===== src/verilog/power_mgmt_pkg.sv =====
package power_mgmt_pkg;
  // ==========================================================================
  // Register access codes on the link.
  // ==========================================================================
  localparam logic [1:0] REG_SLEEP_MODE_CONTROL = 2'h0;
  localparam logic [1:0] REG_CORE_CONTROL       = 2'h1;
  localparam logic [1:0] REG_CLOCK_GATE_CONTROL = 2'h2;

  // ==========================================================================
  // Field positions.
  // ==========================================================================
  localparam int SLEEP_ENABLE_BIT_POS   = 0;
  localparam int SLEEP_MODE_LSB         = 1;
  localparam int SLEEP_MODE_MSB         = 3;
  localparam int SCAN_PORT_DISABLE_POS  = 7;
  localparam int BROWNOUT_OFF_POS       = 6;
  localparam int BROWNOUT_UNLOCK_POS    = 5;
  localparam int GATE_TIMER_ONE_POS     = 3;
  localparam int GATE_SERIAL_POS        = 2;
  localparam int GATE_ASYNC_POS         = 1;
  localparam int GATE_CONVERTER_POS     = 0;
  localparam logic [7:0] CLOCK_GATE_MASK   = 8'h0F;
  localparam logic [7:0] SLEEP_MODE_MASK   = 8'h0F;
  localparam logic [7:0] CORE_CONTROL_MASK = 8'hE0;
  localparam logic [7:0] REG_RESET         = 8'h00;

  // ==========================================================================
  // Sleep mode codes.
  // ==========================================================================
  localparam logic [2:0] MODE_IDLE       = 3'h0;
  localparam logic [2:0] MODE_NOISE_RED  = 3'h1;
  localparam logic [2:0] MODE_POWER_DOWN = 3'h2;
  localparam logic [2:0] MODE_POWER_SAVE = 3'h3;
  localparam logic [2:0] MODE_STANDBY    = 3'h6;

  // ==========================================================================
  // Timing counts in system clock cycles.
  // ==========================================================================
  localparam logic [2:0] UNLOCK_WINDOW_CYCLES = 3'h4;
  localparam logic [2:0] BROWNOUT_ACT_CYCLES  = 3'h3;
  localparam logic [2:0] WAKE_HALT_CYCLES     = 3'h4;

  // ==========================================================================
  // Controller register map on APB.
  // ==========================================================================
  localparam logic [7:0] APB_SLEEP_MODE = 8'h00;
  localparam logic [7:0] APB_CORE_CTRL  = 8'h04;
  localparam logic [7:0] APB_CLOCK_GATE = 8'h08;
  localparam logic [7:0] APB_COMMAND    = 8'h0C;
  localparam logic [7:0] APB_STATUS     = 8'h10;
  localparam int CMD_SLEEP_POS = 0;
  localparam int CMD_WAKE_POS  = 1;

  typedef enum logic [3:0] {
    ST_RUN   = 4'h1,
    ST_SLEEP = 4'h2,
    ST_WAKE  = 4'h4,
    ST_HOLD  = 4'h8
  } power_state_type;
endpackage


===== src/verilog/power_mgmt_if.sv =====
`timescale 1ns/1ps
interface power_mgmt_if;
  logic       reg_write;
  logic [1:0] reg_sel;
  logic [7:0] reg_wdata;
  logic [7:0] reg_rdata;
  logic       sleep_instr;
  logic       wake_event;
  logic       cpu_halted;
  logic       sleeping;
  modport device (
    input  reg_write, reg_sel, reg_wdata, sleep_instr, wake_event,
    output reg_rdata, cpu_halted, sleeping
  );
  modport host (
    output reg_write, reg_sel, reg_wdata, sleep_instr, wake_event,
    input  reg_rdata, cpu_halted, sleeping
  );
endinterface


===== src/verilog/pulse_counter.sv =====
`timescale 1ns/1ps
module pulse_counter #(
  parameter int WIDTH = 3
) (
  // Clock and reset.
  input  wire logic             clk_sys_in,
  input  wire logic             rst_in,
  // Control.
  input  wire logic             load_in,
  input  wire logic [WIDTH-1:0] count_in,
  // Status.
  output logic                  busy_out,
  output logic                  done_out
);
  // ==========================================================================
  // Down counter; done is high in the last counted cycle, so the owner acts
  // on the very edge at which the count runs out and not one cycle late.
  // ==========================================================================
  logic [WIDTH-1:0] count_q;
  logic [WIDTH-1:0] count_d;
  logic             done_d;

  assign count_d = load_in ? count_in :
                   (count_q != '0) ? count_q - WIDTH'(1) : count_q;
  assign done_d  = !load_in && (count_q == WIDTH'(1));

  always_ff @(posedge clk_sys_in) begin
    if (rst_in) begin
      count_q <= '0;
    end else begin
      count_q <= count_d;
    end
  end

  assign busy_out = (count_q != '0);
  assign done_out = done_d;
endmodule


===== src/verilog/power_mgmt_control.sv =====
// Operation
// - Gate bit set stops clock, blocks registers
// - Clearing gate bit resumes frozen peripheral
// - Gating applies only in active, idle
// - Sleep mode field decodes five modes
// - Sleep only when sleep enable set
// - Software sets enable just before sleep
// - Brown-out bit set by timed sequence
// - Brown-out bit active three cycles later; code makes it active as soon as it is set
// - Hardware clears brown-out bit after three
// - Sleep while brown-out bit active disables
// - Brown-out bit six, unlock bit five
// - Gate register upper nibble reads zero
// - Gate bits: timer, serial, async, converter
// - Reinitialise serial ports after ungating
// - Disable converter before gating it
// - Gated converter denies comparator mux
// - Deep sleep disables digital input buffers; code keeps them on while converter enabled
// - Disable bit turns off scan port
// - Debug keeps main clock in deep sleeps; code also needs the scan port enabled in power-down and power-save
// - Converter stays on; extended conversion after
// - Comparator auto-off in deeper sleeps; code leaves it on while it uses the reference
// - Wake halts CPU four extra cycles
//
// Added by the designer: the register addresses and the APB register port.
`timescale 1ns/1ps
module power_mgmt_control (
  // Clock and reset.
  input  wire logic  clk_sys_in,
  input  wire logic  rst_in,
  // CPU link.
  power_mgmt_if.device link,
  // Fuses and analog status.
  input  wire logic  debug_enable_fuse_in,
  input  wire logic  scan_port_enable_fuse_in,
  input  wire logic  converter_enabled_in,
  input  wire logic  comparator_uses_ref_in,
  input  wire logic  startup_done_in,
  // Clock gates and power controls.
  output logic [3:0] module_clock_en_out,
  output logic [3:0] module_access_en_out,
  output logic       io_clock_en_out,
  output logic       converter_clock_en_out,
  output logic       main_osc_en_out,
  output logic       input_buffer_en_out,
  output logic       comparator_mux_allow_out,
  output logic       comparator_off_out,
  output logic       brownout_off_out,
  output logic       scan_port_en_out,
  output logic       converter_extended_out
);
  import power_mgmt_pkg::*;

  // ==========================================================================
  // Registers.
  // ==========================================================================
  logic [7:0]      sleep_mode_control_q;
  logic [7:0]      core_control_q;
  logic [7:0]      clock_gate_control_q;
  power_state_type state_q;
  power_state_type state_d;
  logic            extended_q;
  logic            conv_gate_prev_q;
  logic [3:0]      module_clock_en_q;
  logic [3:0]      module_access_en_q;
  logic            io_clock_en_q;
  logic            converter_clock_en_q;
  logic            main_osc_en_q;
  logic            input_buffer_en_q;
  logic            comparator_mux_allow_q;
  logic            comparator_off_q;
  logic            brownout_off_q;
  logic            scan_port_en_q;
  logic [7:0]      reg_rdata_q;
  logic            cpu_halted_q;
  logic            sleeping_q;

  // ==========================================================================
  // Decode.
  // ==========================================================================
  wire       wr_sleep = link.reg_write && (link.reg_sel == REG_SLEEP_MODE_CONTROL);
  wire       wr_core  = link.reg_write && (link.reg_sel == REG_CORE_CONTROL);
  wire       wr_gate  = link.reg_write && (link.reg_sel == REG_CLOCK_GATE_CONTROL);
  wire [2:0] sleep_mode_select = sleep_mode_control_q[SLEEP_MODE_MSB:SLEEP_MODE_LSB];
  wire       sleep_enable_bit  = sleep_mode_control_q[SLEEP_ENABLE_BIT_POS];
  wire       mode_valid = (sleep_mode_select == MODE_IDLE) ||
                          (sleep_mode_select == MODE_NOISE_RED) ||
                          (sleep_mode_select == MODE_POWER_DOWN) ||
                          (sleep_mode_select == MODE_POWER_SAVE) ||
                          (sleep_mode_select == MODE_STANDBY);
  // Reserved codes are refused so the core never halts without a wake path.
  wire       go_sleep = link.sleep_instr && sleep_enable_bit && mode_valid;
  wire       asleep   = (state_q == ST_SLEEP);
  wire       in_idle  = asleep && (sleep_mode_select == MODE_IDLE);
  wire       in_nrm   = asleep && (sleep_mode_select == MODE_NOISE_RED);
  wire       deep     = asleep && !in_idle && !in_nrm;
  wire       pd_or_ps = asleep && ((sleep_mode_select == MODE_POWER_DOWN) ||
                                   (sleep_mode_select == MODE_POWER_SAVE));
  wire       scan_on  = scan_port_enable_fuse_in && !core_control_q[SCAN_PORT_DISABLE_POS];

  // ==========================================================================
  // Brown-out timed sequence.
  // ==========================================================================
  wire unlock_busy;
  wire brownout_busy;
  wire brownout_done;
  wire unlock_req = wr_core && link.reg_wdata[BROWNOUT_OFF_POS] &&
                    link.reg_wdata[BROWNOUT_UNLOCK_POS];
  wire brownout_set = wr_core && unlock_busy && !unlock_req &&
                      link.reg_wdata[BROWNOUT_OFF_POS] &&
                      !link.reg_wdata[BROWNOUT_UNLOCK_POS];

  pulse_counter #(.WIDTH(3)) u_unlock (
    .clk_sys_in (clk_sys_in),
    .rst_in     (rst_in),
    .load_in    (unlock_req),
    .count_in   (UNLOCK_WINDOW_CYCLES),
    .busy_out   (unlock_busy),
    .done_out   ()
  );

  pulse_counter #(.WIDTH(3)) u_brownout (
    .clk_sys_in (clk_sys_in),
    .rst_in     (rst_in),
    .load_in    (brownout_set),
    .count_in   (BROWNOUT_ACT_CYCLES),
    .busy_out   (brownout_busy),
    .done_out   (brownout_done)
  );

  // ==========================================================================
  // Wake halt counter.
  // ==========================================================================
  wire halt_done;
  wire halt_load = (state_q == ST_WAKE) && startup_done_in;

  pulse_counter #(.WIDTH(3)) u_halt (
    .clk_sys_in (clk_sys_in),
    .rst_in     (rst_in),
    .load_in    (halt_load),
    .count_in   (WAKE_HALT_CYCLES),
    .busy_out   (),
    .done_out   (halt_done)
  );

  always_comb begin
    state_d = state_q;
    case (state_q)
      ST_RUN:   if (go_sleep) state_d = ST_SLEEP;
      ST_SLEEP: if (link.wake_event) state_d = ST_WAKE;
      ST_WAKE:  if (startup_done_in) state_d = ST_HOLD;
      ST_HOLD:  if (halt_done) state_d = ST_RUN;
      default:  state_d = ST_RUN;
    endcase
  end

  // ==========================================================================
  // Read mux.
  // ==========================================================================
  wire [7:0] rdata_d = (link.reg_sel == REG_SLEEP_MODE_CONTROL) ? sleep_mode_control_q :
                       (link.reg_sel == REG_CORE_CONTROL)       ? core_control_q :
                       (link.reg_sel == REG_CLOCK_GATE_CONTROL) ?
                       (clock_gate_control_q & CLOCK_GATE_MASK) : REG_RESET;

  // Gate bits only stop module clocks while the I/O clock otherwise runs.
  wire       io_run    = !asleep || in_idle;
  wire [3:0] gate_bits = clock_gate_control_q[3:0];
  wire       conv_gate = gate_bits[GATE_CONVERTER_POS];

  always_ff @(posedge clk_sys_in) begin
    if (rst_in) begin
      sleep_mode_control_q <= REG_RESET;
      core_control_q       <= REG_RESET;
      clock_gate_control_q <= REG_RESET;
      state_q              <= ST_RUN;
      extended_q           <= 1'b0;
      conv_gate_prev_q     <= 1'b0;
    end else begin
      state_q          <= state_d;
      conv_gate_prev_q <= conv_gate;
      if (wr_sleep) sleep_mode_control_q <= link.reg_wdata & SLEEP_MODE_MASK;
      if (wr_gate)  clock_gate_control_q <= link.reg_wdata & CLOCK_GATE_MASK;
      if (wr_core) begin
        core_control_q[SCAN_PORT_DISABLE_POS] <= link.reg_wdata[SCAN_PORT_DISABLE_POS];
        core_control_q[BROWNOUT_UNLOCK_POS]   <= link.reg_wdata[BROWNOUT_UNLOCK_POS];
      end
      if (brownout_set) begin
        core_control_q[BROWNOUT_OFF_POS] <= 1'b1;
      end else if (brownout_done) begin
        core_control_q[BROWNOUT_OFF_POS] <= 1'b0;
      end
      if (!unlock_busy && !unlock_req) core_control_q[BROWNOUT_UNLOCK_POS] <= 1'b0;
      // Re-enable after a gate sets the extended flag, which then holds until reset.
      if (conv_gate_prev_q && !conv_gate) begin
        extended_q <= 1'b1;
      end else if (!converter_enabled_in) begin
        extended_q <= extended_q;
      end
    end
  end

  always_ff @(posedge clk_sys_in) begin
    if (rst_in) begin
      module_clock_en_q      <= '0;
      module_access_en_q     <= '0;
      io_clock_en_q          <= 1'b0;
      converter_clock_en_q   <= 1'b0;
      main_osc_en_q          <= 1'b0;
      input_buffer_en_q      <= 1'b0;
      comparator_mux_allow_q <= 1'b0;
      comparator_off_q       <= 1'b0;
      brownout_off_q         <= 1'b0;
      scan_port_en_q         <= 1'b0;
      reg_rdata_q            <= REG_RESET;
      cpu_halted_q           <= 1'b0;
      sleeping_q             <= 1'b0;
    end else begin
      module_clock_en_q      <= io_run ? ~gate_bits : 4'h0;
      module_access_en_q     <= ~gate_bits;
      io_clock_en_q          <= !asleep || in_idle;
      converter_clock_en_q   <= (!asleep || in_idle || in_nrm) || converter_enabled_in;
      main_osc_en_q          <= !deep || (sleep_mode_select == MODE_STANDBY) ||
                                (pd_or_ps && debug_enable_fuse_in && scan_on);
      input_buffer_en_q      <= !(deep && !converter_enabled_in);
      comparator_mux_allow_q <= !conv_gate;
      comparator_off_q       <= deep && !comparator_uses_ref_in;
      brownout_off_q         <= asleep && brownout_busy ? 1'b1 :
                                (asleep ? brownout_off_q : 1'b0);
      scan_port_en_q         <= scan_on;
      reg_rdata_q            <= rdata_d;
      cpu_halted_q           <= (state_d != ST_RUN);
      sleeping_q             <= (state_d == ST_SLEEP);
    end
  end

  // ==========================================================================
  // Outputs.
  // ==========================================================================
  assign module_clock_en_out      = module_clock_en_q;
  assign module_access_en_out     = module_access_en_q;
  assign io_clock_en_out          = io_clock_en_q;
  assign converter_clock_en_out   = converter_clock_en_q;
  assign main_osc_en_out          = main_osc_en_q;
  assign input_buffer_en_out      = input_buffer_en_q;
  assign comparator_mux_allow_out = comparator_mux_allow_q;
  assign comparator_off_out       = comparator_off_q;
  assign brownout_off_out         = brownout_off_q;
  assign scan_port_en_out         = scan_port_en_q;
  assign converter_extended_out   = extended_q;
  assign link.reg_rdata           = reg_rdata_q;
  assign link.cpu_halted          = cpu_halted_q;
  assign link.sleeping            = sleeping_q;
endmodule


===== src/flat_wrapper.sv =====
// flat-port wrapper written by rule: the top's interface ports become plain ports
module power_mgmt_control_flat import power_mgmt_pkg::*;
  (clk_sys_in, rst_in, debug_enable_fuse_in, scan_port_enable_fuse_in, converter_enabled_in, comparator_uses_ref_in, startup_done_in, module_clock_en_out, module_access_en_out, io_clock_en_out, converter_clock_en_out, main_osc_en_out, input_buffer_en_out, comparator_mux_allow_out, comparator_off_out, brownout_off_out, scan_port_en_out, converter_extended_out, link_reg_write, link_reg_sel, link_reg_wdata, link_sleep_instr, link_wake_event, link_reg_rdata, link_cpu_halted, link_sleeping);
  power_mgmt_if link_i ();
  input  wire logic clk_sys_in;
  input  wire logic rst_in;
  input  wire logic debug_enable_fuse_in;
  input  wire logic scan_port_enable_fuse_in;
  input  wire logic converter_enabled_in;
  input  wire logic comparator_uses_ref_in;
  input  wire logic startup_done_in;
  output logic [3:0] module_clock_en_out;
  output logic [3:0] module_access_en_out;
  output logic io_clock_en_out;
  output logic converter_clock_en_out;
  output logic main_osc_en_out;
  output logic input_buffer_en_out;
  output logic comparator_mux_allow_out;
  output logic comparator_off_out;
  output logic brownout_off_out;
  output logic scan_port_en_out;
  output logic converter_extended_out;
  input wire logic [$bits(link_i.reg_write)-1:0] link_reg_write;
  input wire logic [$bits(link_i.reg_sel)-1:0] link_reg_sel;
  input wire logic [$bits(link_i.reg_wdata)-1:0] link_reg_wdata;
  input wire logic [$bits(link_i.sleep_instr)-1:0] link_sleep_instr;
  input wire logic [$bits(link_i.wake_event)-1:0] link_wake_event;
  output wire logic [$bits(link_i.reg_rdata)-1:0] link_reg_rdata;
  output wire logic [$bits(link_i.cpu_halted)-1:0] link_cpu_halted;
  output wire logic [$bits(link_i.sleeping)-1:0] link_sleeping;
  assign link_i.reg_write = link_reg_write;
  assign link_i.reg_sel = link_reg_sel;
  assign link_i.reg_wdata = link_reg_wdata;
  assign link_i.sleep_instr = link_sleep_instr;
  assign link_i.wake_event = link_wake_event;
  assign link_reg_rdata = link_i.reg_rdata;
  assign link_cpu_halted = link_i.cpu_halted;
  assign link_sleeping = link_i.sleeping;
  power_mgmt_control u_core (.clk_sys_in(clk_sys_in), .rst_in(rst_in), .link(link_i), .debug_enable_fuse_in(debug_enable_fuse_in), .scan_port_enable_fuse_in(scan_port_enable_fuse_in), .converter_enabled_in(converter_enabled_in), .comparator_uses_ref_in(comparator_uses_ref_in), .startup_done_in(startup_done_in), .module_clock_en_out(module_clock_en_out), .module_access_en_out(module_access_en_out), .io_clock_en_out(io_clock_en_out), .converter_clock_en_out(converter_clock_en_out), .main_osc_en_out(main_osc_en_out), .input_buffer_en_out(input_buffer_en_out), .comparator_mux_allow_out(comparator_mux_allow_out), .comparator_off_out(comparator_off_out), .brownout_off_out(brownout_off_out), .scan_port_en_out(scan_port_en_out), .converter_extended_out(converter_extended_out));
endmodule

===== config.mk =====
export PLATFORM = sky130hd
export DESIGN_NAME = power_mgmt_control_flat
export DESIGN_NICKNAME = d
export VERILOG_FILES = /design/src/verilog/power_mgmt_pkg.sv /design/src/verilog/power_mgmt_if.sv /design/src/verilog/pulse_counter.sv /design/src/verilog/power_mgmt_control.sv /design/src/flat_wrapper.sv
export SDC_FILE = /design/constraint.sdc
export NUM_CORES = 1
export LEC_CHECK = 0
export BUFFER_PORTS_ARGS = -buffer_cell sky130_fd_sc_hd__buf_2
export CAP_MARGIN = 40
export CORE_AREA = 8 8 88 90
export CTS_CLUSTER_DIAMETER = 50
export CTS_CLUSTER_SIZE = 10
export DETAILED_ROUTE_END_ITERATION = 6
export DIE_AREA = 0 0 96 98
export PLACE_DENSITY = 0.63
export SYNTH_ARGS = -nofsm -noshare
export SYNTH_HDL_FRONTEND = slang
export SYNTH_HIERARCHICAL = 1
export SYNTH_SLANG_ARGS = --single-unit

===== constraint.sdc =====
create_clock -name clk_sys_in -period 3.9 [get_ports clk_sys_in]
set_input_delay 0.39 -clock clk_sys_in [delete_from_list [all_inputs] [get_ports clk_sys_in]]
set_output_delay 0.39 -clock clk_sys_in [all_outputs]
set_load 0.02 [all_outputs]

==> results of run 1 <==
## power groups by stage
stage | Sequential [µW] | Clock [µW] | Combinational, µW
after global placement | 612 | 0 | 334
after detailed placement | 612 | 0 | 343
after floorplan | 613 | 0 | 268
after global routing | 612 | 390 | 393
final | 601 | 359 | 344
after CTS | 602 | 369 | 347
## through the flow
step	cell area [µm²]	setup WS (ns)	hold slack (ns)
floorplan	2160	2.18	0.421
global placement	2420	1.83	0.443
detailed placement	2420	1.77	0.445
CTS	2530	1.75	0.267
global route	2530	1.47	0.269
finish	2530	1.77	0.281
## worst register-to-register path, stage by stage, from the launching register on
cell	delay (ns)
dfxtp_1	0.49
nand3_1	0.14
nor3_1	0.67
nor3b_1	0.11
nor2_1	0.16
nand2_1	0.07
a2111oi_0	0.37
## layer usage
layer  share of wire  vias up  routed length, µm  track usage
met1            0.47      706               2010        0.119
met5               0        -                  0            0
met2            0.45       30               1920        0.142
met4           0.012        0                 51       0.0391
li1                -      827                  -            -
met3           0.067        4                284       0.0284
## sequential cells by signal, summed over array words and instances, names as in the netlist, 3 cells and up
register                     count
u_core/u_unlock/count_q          3
u_core/clock_gate_control_q      4
u_core/core_control_q            3
u_core/module_clock_en_out       4
u_core/module_access_en_out      4
u_core/state_q                   4
u_core/link.reg_rdata            7
u_core/u_halt/count_q            3
u_core/sleep_mode_control_q      4
u_core/u_brownout/count_q        3
## placed cells by master, fill, tap and decap left out, types with 2 or more instances in the layout
master	count
a2111oi_0	2
a2111oi_1	8
a21oi_1	4
a311oi_2	3
and2_1	3
buf_2	44
clkbuf_8	5
conb_1	10
dfxtp_1	49
ha_1	8
inv_1	13
mux2i_1	13
nand2_1	2
nand2b_1	4
nand3_1	2
nand3b_1	4
nor2_1	25
nor2b_1	18
nor3_1	8
nor3b_1	5
nor4b_1	6
o211ai_1	2
or2b_1	3
or3b_1	3
## area by class of cell
cell class | count | share of cell area
multi-input combinational | 148 | 0.423
inverter | 13 | 0.0193
timing repair buffer | 44 | 0.0870
clock buffer | 6 | 0.0287
tap | 80 | 0.0395
sequential | 49 | 0.387
clock inverter | 2 | 0.0153
## final timing paths
path | startpoint | end | slack [ns] | depth (start not counted)
worst max-delay path | u_core/state_q[2]$_SDFF_PP0_ | u_core/state_q[3]$_SDFF_PP0_ | 1.77 | 6
worst min-delay path | comparator_uses_ref_in | u_core/comparator_off_out$_SDFF_PP0_ | 0.28 | 2
worst max register to register | u_core/state_q[2]$_SDFF_PP0_ | u_core/state_q[3]$_SDFF_PP0_ | 1.77 | 6
worst min register to register | u_core/core_control_q[6]$_SDFFE_PP0P_ | u_core/link.reg_rdata[6]$_SDFF_PP0_ | 0.47 | 1
==> results.json, run 1 <==
{
  "syn_area_per_cell_um2": 10.0,
  "die_x_um": 96,
  "p_int_uw": 924,
  "layout-drive-gt1-share": 0.225,
  "cpLargestDelayFamily": "simple AND/OR/NAND/NOR gates",
  "register_area_um2": 981,
  "critPathSlowestCell": "nor3_1",
  "rows": 30,
  "p_comb_frac": 0.264,
  "fill_cells": 676,
  "clock_latency_ns": 0.30,
  "drv_slew": 0,
  "fin_cells": 342,
  "cts_tree": "yes",
  "postRouteAntennaNets": 0,
  "placed_cells": 334,
  "clock_power_share": 0.275,
  "io_pins": 47,
  "synth_area_mm2": 0.00213,
  "clkTransAtPathRegs_ns": 0.09,
  "skew_ns": 0.0112,
  "cp_cell_sequence": "nand3_1 -> nor3_1 -> nor3b_1 -> nor2_1 -> nand2_1 -> a2111oi_0",
  "power-per-cell-area_mw_per_mm2": 515,
  "cp_data_arrival_time_ns": 2.31,
  "clock_path_buffers": 2,
  "cts_sinks": 49,
  "grt_usage": 0.0936,
  "worstPathRequired_ns": 4.08,
  "fin_crit_sh": 0.546,
  "fmax_mhz": 469,
  "fin_setup_tns_ns": 0,
  "setup_viol": 0,
  "power_uw": 1300,
  "multi_input_area_mm2": 0.00107,
  "path_max_fanout": 10,
  "critPathLaunchType": "register",
  "hpwlAfterDp_mm": 3.14,
  "cpPeakStageDelay_ns": 0.67,
  "place_congestion": 0.757,
  "irDropWorstVdd_uv": 339,
  "drtPass1Iterations": 4,
  "final.min_clock_period_ns": 2.13,
  "numCtsBuffers": 5,
  "rsz0062_at_grt": "false",
  "p_switching_uw": 380,
  "path_buf_inv": 0,
  "wire_per_inst_um": 12.5,
  "cts.repair.resized": 0,
  "vias": 1567,
  "io_buffers": 44,
  "syn_to_final_growth_pct": 19.0,
  "ys_warn_count": 6,
  "dr.first_iter.drc_count": 46,
  "start_util": 0.328,
  "swShare": 0.291,
  "grt_overflow": 0,
  "crit_type": "register to register",
  "chipHeight_um": 98,
  "worstMarginPinSlew_ns": 0.854,
  "relSlewSlack": 0.427,
  "postCtsSetupRepairBufs": 0,
  "grt_pass1_wl_mm": 7.12,
  "core_mm2": 0.00649,
  "end_kind": "register",
  "cts_max_level": 2,
  "antenna_cells": 0,
  "pwr-share-seq": 0.461,
  "grt_pass1_vias": 1535,
  "drt-total-wl_mm": 4.27,
  "drcViolationCount": 0,
  "antenna_found_initial": 0,
  "ctsHoldBuffers": 0,
  "via_per_inst": 4.58,
  "status": "finished clean",
  "leakagePower_uw": 0.00107,
  "max_cap_violations": 0,
  "nets": 289,
  "finalCoreUtilization": 0.390,
  "finalHoldViolations": 0,
  "grt_max_degree": 44,
  "hold_class": "primary input to register",
  "design.die.area_mm2": 0.00941,
  "cts-root-buf": "clkbuf_8",
  "syn_inst": 212
}
Power figures use the tool's default switching activity.
==> run 2: changes to the inputs <==
--- a/config.mk
+++ b/config.mk
@@ -12,7 +12,7 @@
 export CTS_CLUSTER_SIZE = 10
 export DETAILED_ROUTE_END_ITERATION = 6
 export DIE_AREA = 0 0 96 98
-export PLACE_DENSITY = 0.63
+export PLACE_DENSITY = 0.65
 export SYNTH_ARGS = -nofsm -noshare
 export SYNTH_HDL_FRONTEND = slang
 export SYNTH_HIERARCHICAL = 1
==> constraint.sdc (replaced) <==
create_clock -name clk_sys_in -period 1.9 [get_ports clk_sys_in]
set_input_delay 0.19 -clock clk_sys_in [delete_from_list [all_inputs] [get_ports clk_sys_in]]
set_output_delay 0.19 -clock clk_sys_in [all_outputs]
set_load 0.02 [all_outputs]
==> run 2 against run 1 <==
Effect of this change:
- register-to-register slack worse by 1.5 ns
- final cell count is 1.5% higher
- first-iteration DRC count is 50% higher
- sequential share of layout area is 0.58 points lower
- critical endpoint is now u_core/u_brownout/count_q[0]$_SDFFE_PP0P_
- largest power group unchanged
- highest routed layer unchanged
==> results.json, run 2 (synthesis results as in run 1) <==
{
  "io_buffers": 44,
  "grt_pass1_vias": 1583,
  "cts-root-buf": "clkbuf_8",
  "clock_power_share": 0.270,
  "nets": 294,
  "drv_slew": 0,
  "fmax_mhz": 611,
  "whs_path_depth": 2,
  "final_cell_mix": "dfxtp_1, buf_2, nor2_1, nor2b_1",
  "cp_data_arrival_time_ns": 1.82,
  "antenna_found_initial": 0,
  "p_switching_uw": 753,
  "cts_tree": "yes",
  "p_comb_frac": 0.267,
  "p_int_uw": 1920,
  "numCtsBuffers": 5,
  "antenna_cells": 0,
  "grt_max_degree": 33,
  "cts_sinks": 49,
  "whs_ns": 0.0934,
  "ctsHoldBuffers": 0,
  "grt_pass1_wl_mm": 7.00,
  "drt-total-wl_mm": 4.13,
  "wire_per_inst_um": 11.9,
  "layout-drive-gt1-share": 0.243,
  "power-per-cell-area_mw_per_mm2": 1040,
  "leakagePower_uw": 0.00110,
  "path_max_fanout": 10,
  "grt_overflow": 0,
  "hold_end": "u_core/comparator_off_out$_SDFF_PP0_",
  "design.die.area_mm2": 0.00941,
  "clkTransAtPathRegs_ns": 0.08,
  "vias": 1614,
  "core_mm2": 0.00649,
  "place_congestion": 0.715,
  "syn_to_final_growth_pct": 20.8,
  "start_util": 0.328,
  "rows": 30,
  "status": "finished clean",
  "grt_usage": 0.0906,
  "cpPeakStageDelay_ns": 0.36,
  "irDropWorstVdd_uv": 579,
  "postRouteAntennaNets": 0,
  "drtPass1Iterations": 4,
  "clock_path_buffers": 2,
  "die_x_um": 96,
  "end_kind": "register",
  "worst_r2r_endpoint": "u_core/u_brownout/count_q[0]$_SDFFE_PP0P_",
  "hpwlAfterDp_mm": 3.15,
  "dpl_cell_area_mm2": 0.00246,
  "worstPathRequired_ns": 2.08,
  "finalHoldViolations": 0,
  "cts_max_level": 2,
  "min_from": "comparator_uses_ref_in",
  "critPathLaunchType": "register",
  "io_pins": 47,
  "rrSetupSlack_ns": 0.26,
  "final_area_mm2": 0.00257,
  "timing.final.ws_setup_ns": 0.264,
  "crit_type": "register to register",
  "rr_startpoint": "u_core/u_unlock/count_q[0]$_SDFFE_PP0P_",
  "relSlewSlack": 0.587,
  "critPathSlowestCell": "a2111oi_1",
  "hold_class": "primary input to register",
  "setup_viol": 0,
  "largest_reg_flops": 7,
  "rsz0062_at_grt": "false",
  "power_uw": 2670,
  "worstMarginPinSlew_ns": 0.619,
  "pre_cts_ws_ns": 0.199,
  "chipHeight_um": 98,
  "final_common_cell": "dfxtp_1",
  "clock_latency_ns": 0.29,
  "via_per_inst": 4.65,
  "swShare": 0.282,
  "fin_crit_sh": 0.861,
  "dr.first_iter.drc_count": 69,
  "r2r.worst_path.cells": 6,
  "drcViolationCount": 0,
  "final.min_clock_period_ns": 1.64,
  "skew_ns": 0.00634,
  "fin_setup_tns_ns": 0,
  "cp_cell_sequence": "inv_1 -> ha_1 -> nand2b_1 -> and4b_2 -> nor2b_1 -> a2111oi_1",
  "max_cap_violations": 0,
  "pwr-share-seq": 0.463
}
==> run 2: cell count changes in the layout (fill, tap and decap cells not counted), sizes merged <==
cell  before  now
buf       44   49
==> run 2: worst max path at each step <==
stage	from	endpoint	slack (ns)	cells after the start
final	u_core/u_unlock/count_q[0]$_SDFFE_PP0P_	u_core/u_brownout/count_q[0]$_SDFFE_PP0P_	0.26	6
after CTS	u_core/u_unlock/count_q[0]$_SDFFE_PP0P_	u_core/u_brownout/count_q[1]$_SDFFE_PP0P_	0.16	6
after global routing	u_core/u_unlock/count_q[0]$_SDFFE_PP0P_	u_core/u_brownout/count_q[1]$_SDFFE_PP0P_	0.08	6
after detailed placement	u_core/u_unlock/count_q[0]$_SDFFE_PP0P_	u_core/u_brownout/count_q[1]$_SDFFE_PP0P_	0.20	6
after global placement	u_core/u_unlock/count_q[0]$_SDFFE_PP0P_	u_core/u_brownout/count_q[0]$_SDFFE_PP0P_	0.23	6
after floorplan	u_core/state_q[2]$_SDFF_PP0_	u_core/state_q[0]$_SDFF_PP1_	0.18	7
==> run 2: stage by stage <==
stage / util / instances
final: 0.396 / 347
after floorplan: - / 220
after detailed placement: 0.379 / 339
after global routing: 0.396 / 347
after CTS: 0.396 / 347
after global placement: 0.379 / 339
==> run 2: critical path, delay by kind of cell, from the launching register on <==
kind	cells	cell delay, ns
flip-flops	1	0.35
adder cells (fa/ha/maj)	1	0.23
buffers and inverters	1	0.06
AND/OR/NAND/NOR	3	0.51
AO/OA/AOI/OAI	1	0.36
==> run 2: routing by layer <==
layer,share of wire,up-vias,wire (µm),GRT usage
met2,0.44,31,1820,0.137
met4,0.015,0,63,0.0391
li1,-,838,-,-
met5,0,-,0,0
met3,0.058,4,241,0.0192
met1,0.49,741,2000,0.119
==> run 2: cell type report <==
class / count / area, µm²
Timing Repair Buffer: 49 / 258
Multi-Input combinational cell: 148 / 1070
Sequential cell: 49 / 981
Fill cell: 658 / 3920
Tap cell: 80 / 100
Clock buffer: 6 / 72.6
Clock inverter: 2 / 38.8
Inverter: 13 / 48.8
==> run 2: repair_timing <==
| item | 4_1_cts | 5_1_grt |
|---|---|---|
| resized for setup | 0 | 1 |
| hold endpoints to repair | 0 | 0 |
| setup endpoints to repair | 0 | 2 |
| buffers inserted | 0 | 0 |
==> run 2: power by group through the flow <==
stage,clock [µW],combinational (µW),sequential [µW]
final,722,713,1240
after global routing,805,834,1260
after CTS,750,723,1240
after detailed placement,0,717,1260
after global placement,0,708,1260
after floorplan,0,549,1260
==> run 3: changes to the inputs <==
--- a/config.mk
+++ b/config.mk
@@ -12,7 +12,7 @@
 export CTS_CLUSTER_SIZE = 10
 export DETAILED_ROUTE_END_ITERATION = 6
 export DIE_AREA = 0 0 96 98
-export PLACE_DENSITY = 0.65
+export PLACE_DENSITY = 0.63
 export SYNTH_ARGS = -nofsm -noshare
 export SYNTH_HDL_FRONTEND = slang
 export SYNTH_HIERARCHICAL = 1
==> constraint.sdc (replaced) <==
create_clock -name clk_sys_in -period 1.7 [get_ports clk_sys_in]
set_input_delay 0.17 -clock clk_sys_in [delete_from_list [all_inputs] [get_ports clk_sys_in]]
set_output_delay 0.17 -clock clk_sys_in [all_outputs]
set_load 0.02 [all_outputs]
==> run 3 against run 2 <==
Effect of this change:
- total power up 17%
- register-to-register slack worse by 0.16 ns
- via count up 1.8%
- die area unchanged
- hold slack worse by 0.036 ns
- routed wire length up 10%
- core utilization is 1.0 points higher
- sequential power increased by 11%
- sequential share of layout area down 0.89 points
- final cell count increased by 1.2%
- non-clock buffer count grew 3
- flip-flop and latch count unchanged
==> results.json, run 3 (synthesis results as in run 1) <==
{
  "worstPathRequired_ns": 1.89,
  "grt_usage": 0.0977,
  "wire_per_inst_um": 12.9,
  "clock_latency_ns": 0.30,
  "via_per_inst": 4.68,
  "p_switching_uw": 899,
  "core_mm2": 0.00649,
  "cts-root-buf": "clkbuf_8",
  "p_int_uw": 2220,
  "end_kind": "register",
  "final_cell_mix": "dfxtp_1, buf_2, nor2_1, nor2b_1",
  "worst_r2r_endpoint": "u_core/u_brownout/count_q[0]$_SDFFE_PP0P_",
  "clock_path_buffers": 2,
  "min_from": "comparator_uses_ref_in",
  "pre_cts_ws_ns": -0.0247,
  "fill_cells": 643,
  "placed_cells": 340,
  "cts_max_level": 2,
  "largest_reg_flops": 7,
  "rrSetupSlack_ns": 0.11,
  "clkTransAtPathRegs_ns": 0.09,
  "start_util": 0.328,
  "crit_type": "register to register",
  "whs_path_depth": 2,
  "grt_pass1_wl_mm": 7.36,
  "finalHoldViolations": 0,
  "layout-drive-gt1-share": 0.266,
  "grt_max_degree": 24,
  "final_common_cell": "dfxtp_1",
  "swShare": 0.288,
  "antenna_cells": 0,
  "fmax_mhz": 629,
  "p_comb_frac": 0.283,
  "drcViolationCount": 0,
  "skew_ns": 0.00499,
  "cp_data_arrival_time_ns": 1.78,
  "io_buffers": 44,
  "antenna_found_initial": 0,
  "design.die.area_mm2": 0.00941,
  "r2r.worst_path.cells": 6,
  "max_cap_violations": 0,
  "drtPass1Iterations": 4,
  "hpwlAfterDp_mm": 3.41,
  "fin_crit_sh": 0.936,
  "irDropWorstVdd_uv": 641,
  "clock_power_share": 0.273,
  "die_x_um": 96,
  "setup_viol": 0,
  "final.min_clock_period_ns": 1.59,
  "fin_cells": 351,
  "grt_pass1_vias": 1592,
  "leakagePower_uw": 0.00113,
  "vias": 1643,
  "hold_end": "u_core/comparator_off_out$_SDFF_PP0_",
  "status": "finished clean",
  "postRouteAntennaNets": 0,
  "rr_startpoint": "u_core/u_unlock/count_q[0]$_SDFFE_PP0P_",
  "power-per-cell-area_mw_per_mm2": 1180,
  "ctsHoldBuffers": 0,
  "syn_to_final_growth_pct": 23.9,
  "dr.first_iter.drc_count": 35,
  "rows": 30,
  "io_pins": 47,
  "drv_slew": 0,
  "nets": 298,
  "cts_sinks": 49,
  "hold_class": "primary input to register",
  "numCtsBuffers": 5,
  "timing.final.ws_setup_ns": 0.109,
  "pwr-share-seq": 0.444,
  "place_congestion": 0.745,
  "relSlewSlack": 0.646,
  "grt_overflow": 0,
  "critPathLaunchType": "register",
  "worstMarginPinSlew_ns": 0.530,
  "cts_tree": "yes",
  "path_max_fanout": 5,
  "fin_setup_tns_ns": 0,
  "drt-total-wl_mm": 4.54,
  "finalCoreUtilization": 0.406,
  "chipHeight_um": 98
}
## run 3: what timing repair did
action,4_1_cts,5_1_grt
gates resized for setup,1,2
endpoints found under the setup margin,2,2
setup buffers,0,2
gates cloned,0,1
pin swaps,0,2
## run 3: power by group through the flow
stage                     clock network (µW)  registers (µW)  logic (µW)
after floorplan                            0            1410         614
after global placement                     0            1400         799
after detailed placement                   0            1410         829
after CTS                                884            1380         834
after global routing                     918            1400        1000
final                                    852            1380         882
## run 3: cell type report
class / instances / area [µm²] / area share
clock buffers: 6 / 82.6 / 0.0313
clock inverters: 2 / 37.5 / 0.0142
inverters: 13 / 48.8 / 0.0185
multi-input cells: 149 / 1090 / 0.414
flip-flops and latches: 49 / 982 / 0.373
well taps: 80 / 100 / 0.0380
repair buffers: 52 / 293 / 0.111
## run 3: worst max-delay path, stage by stage, from the launching register on
cell	delay, ns
dfxtp_2	0.34
inv_1	0.06
ha_1	0.23
nand2b_1	0.12
and4b_2	0.30
nor2b_1	0.07
a2111oi_1	0.36
## run 3: through the flow
stage / total power (µW) / instance area (µm²) / hold WS (ns)
3_5_place_dp: 2240 / 2480 / 0.372
4_1_cts: 3100 / 2610 / 0.0435
6_report: 3120 / 2640 / 0.0578
5_1_grt: 3320 / 2640 / 0.0420
2_1_floorplan: 2020 / 2160 / 0.238
3_3_place_gp: 2200 / 2480 / 0.380
## run 3: layer usage
layer | GRT usage | share of wire | up-vias
met2 | 0.162 | 0.46 | 35
met3 | 0.0284 | 0.066 | 4
met1 | 0.112 | 0.45 | 752
met5 | 0 | 0 | -
li1 | - | - | 852
met4 | 0.0426 | 0.017 | 0
## run 3: how the worst max path moves through the flow
| stage | from | to | slack (ns) | cells past startpoint |
|---|---|---|---|---|
| after floorplan | u_core/u_unlock/count_q[0]$_SDFFE_PP0P_ | u_core/u_brownout/count_q[0]$_SDFFE_PP0P_ | 0.14 | 6 |
| after global placement | u_core/u_unlock/count_q[0]$_SDFFE_PP0P_ | u_core/u_brownout/count_q[0]$_SDFFE_PP0P_ | 0.06 | 6 |
| after detailed placement | u_core/u_unlock/count_q[0]$_SDFFE_PP0P_ | u_core/u_brownout/count_q[1]$_SDFFE_PP0P_ | -0.02 | 6 |
| after CTS | u_core/u_unlock/count_q[0]$_SDFFE_PP0P_ | u_core/u_brownout/count_q[1]$_SDFFE_PP0P_ | 0.02 | 6 |
| after global routing | u_core/u_unlock/count_q[0]$_SDFFE_PP0P_ | u_core/u_brownout/count_q[1]$_SDFFE_PP0P_ | -0.02 | 6 |
| final | u_core/u_unlock/count_q[0]$_SDFFE_PP0P_ | u_core/u_brownout/count_q[0]$_SDFFE_PP0P_ | 0.11 | 6 |
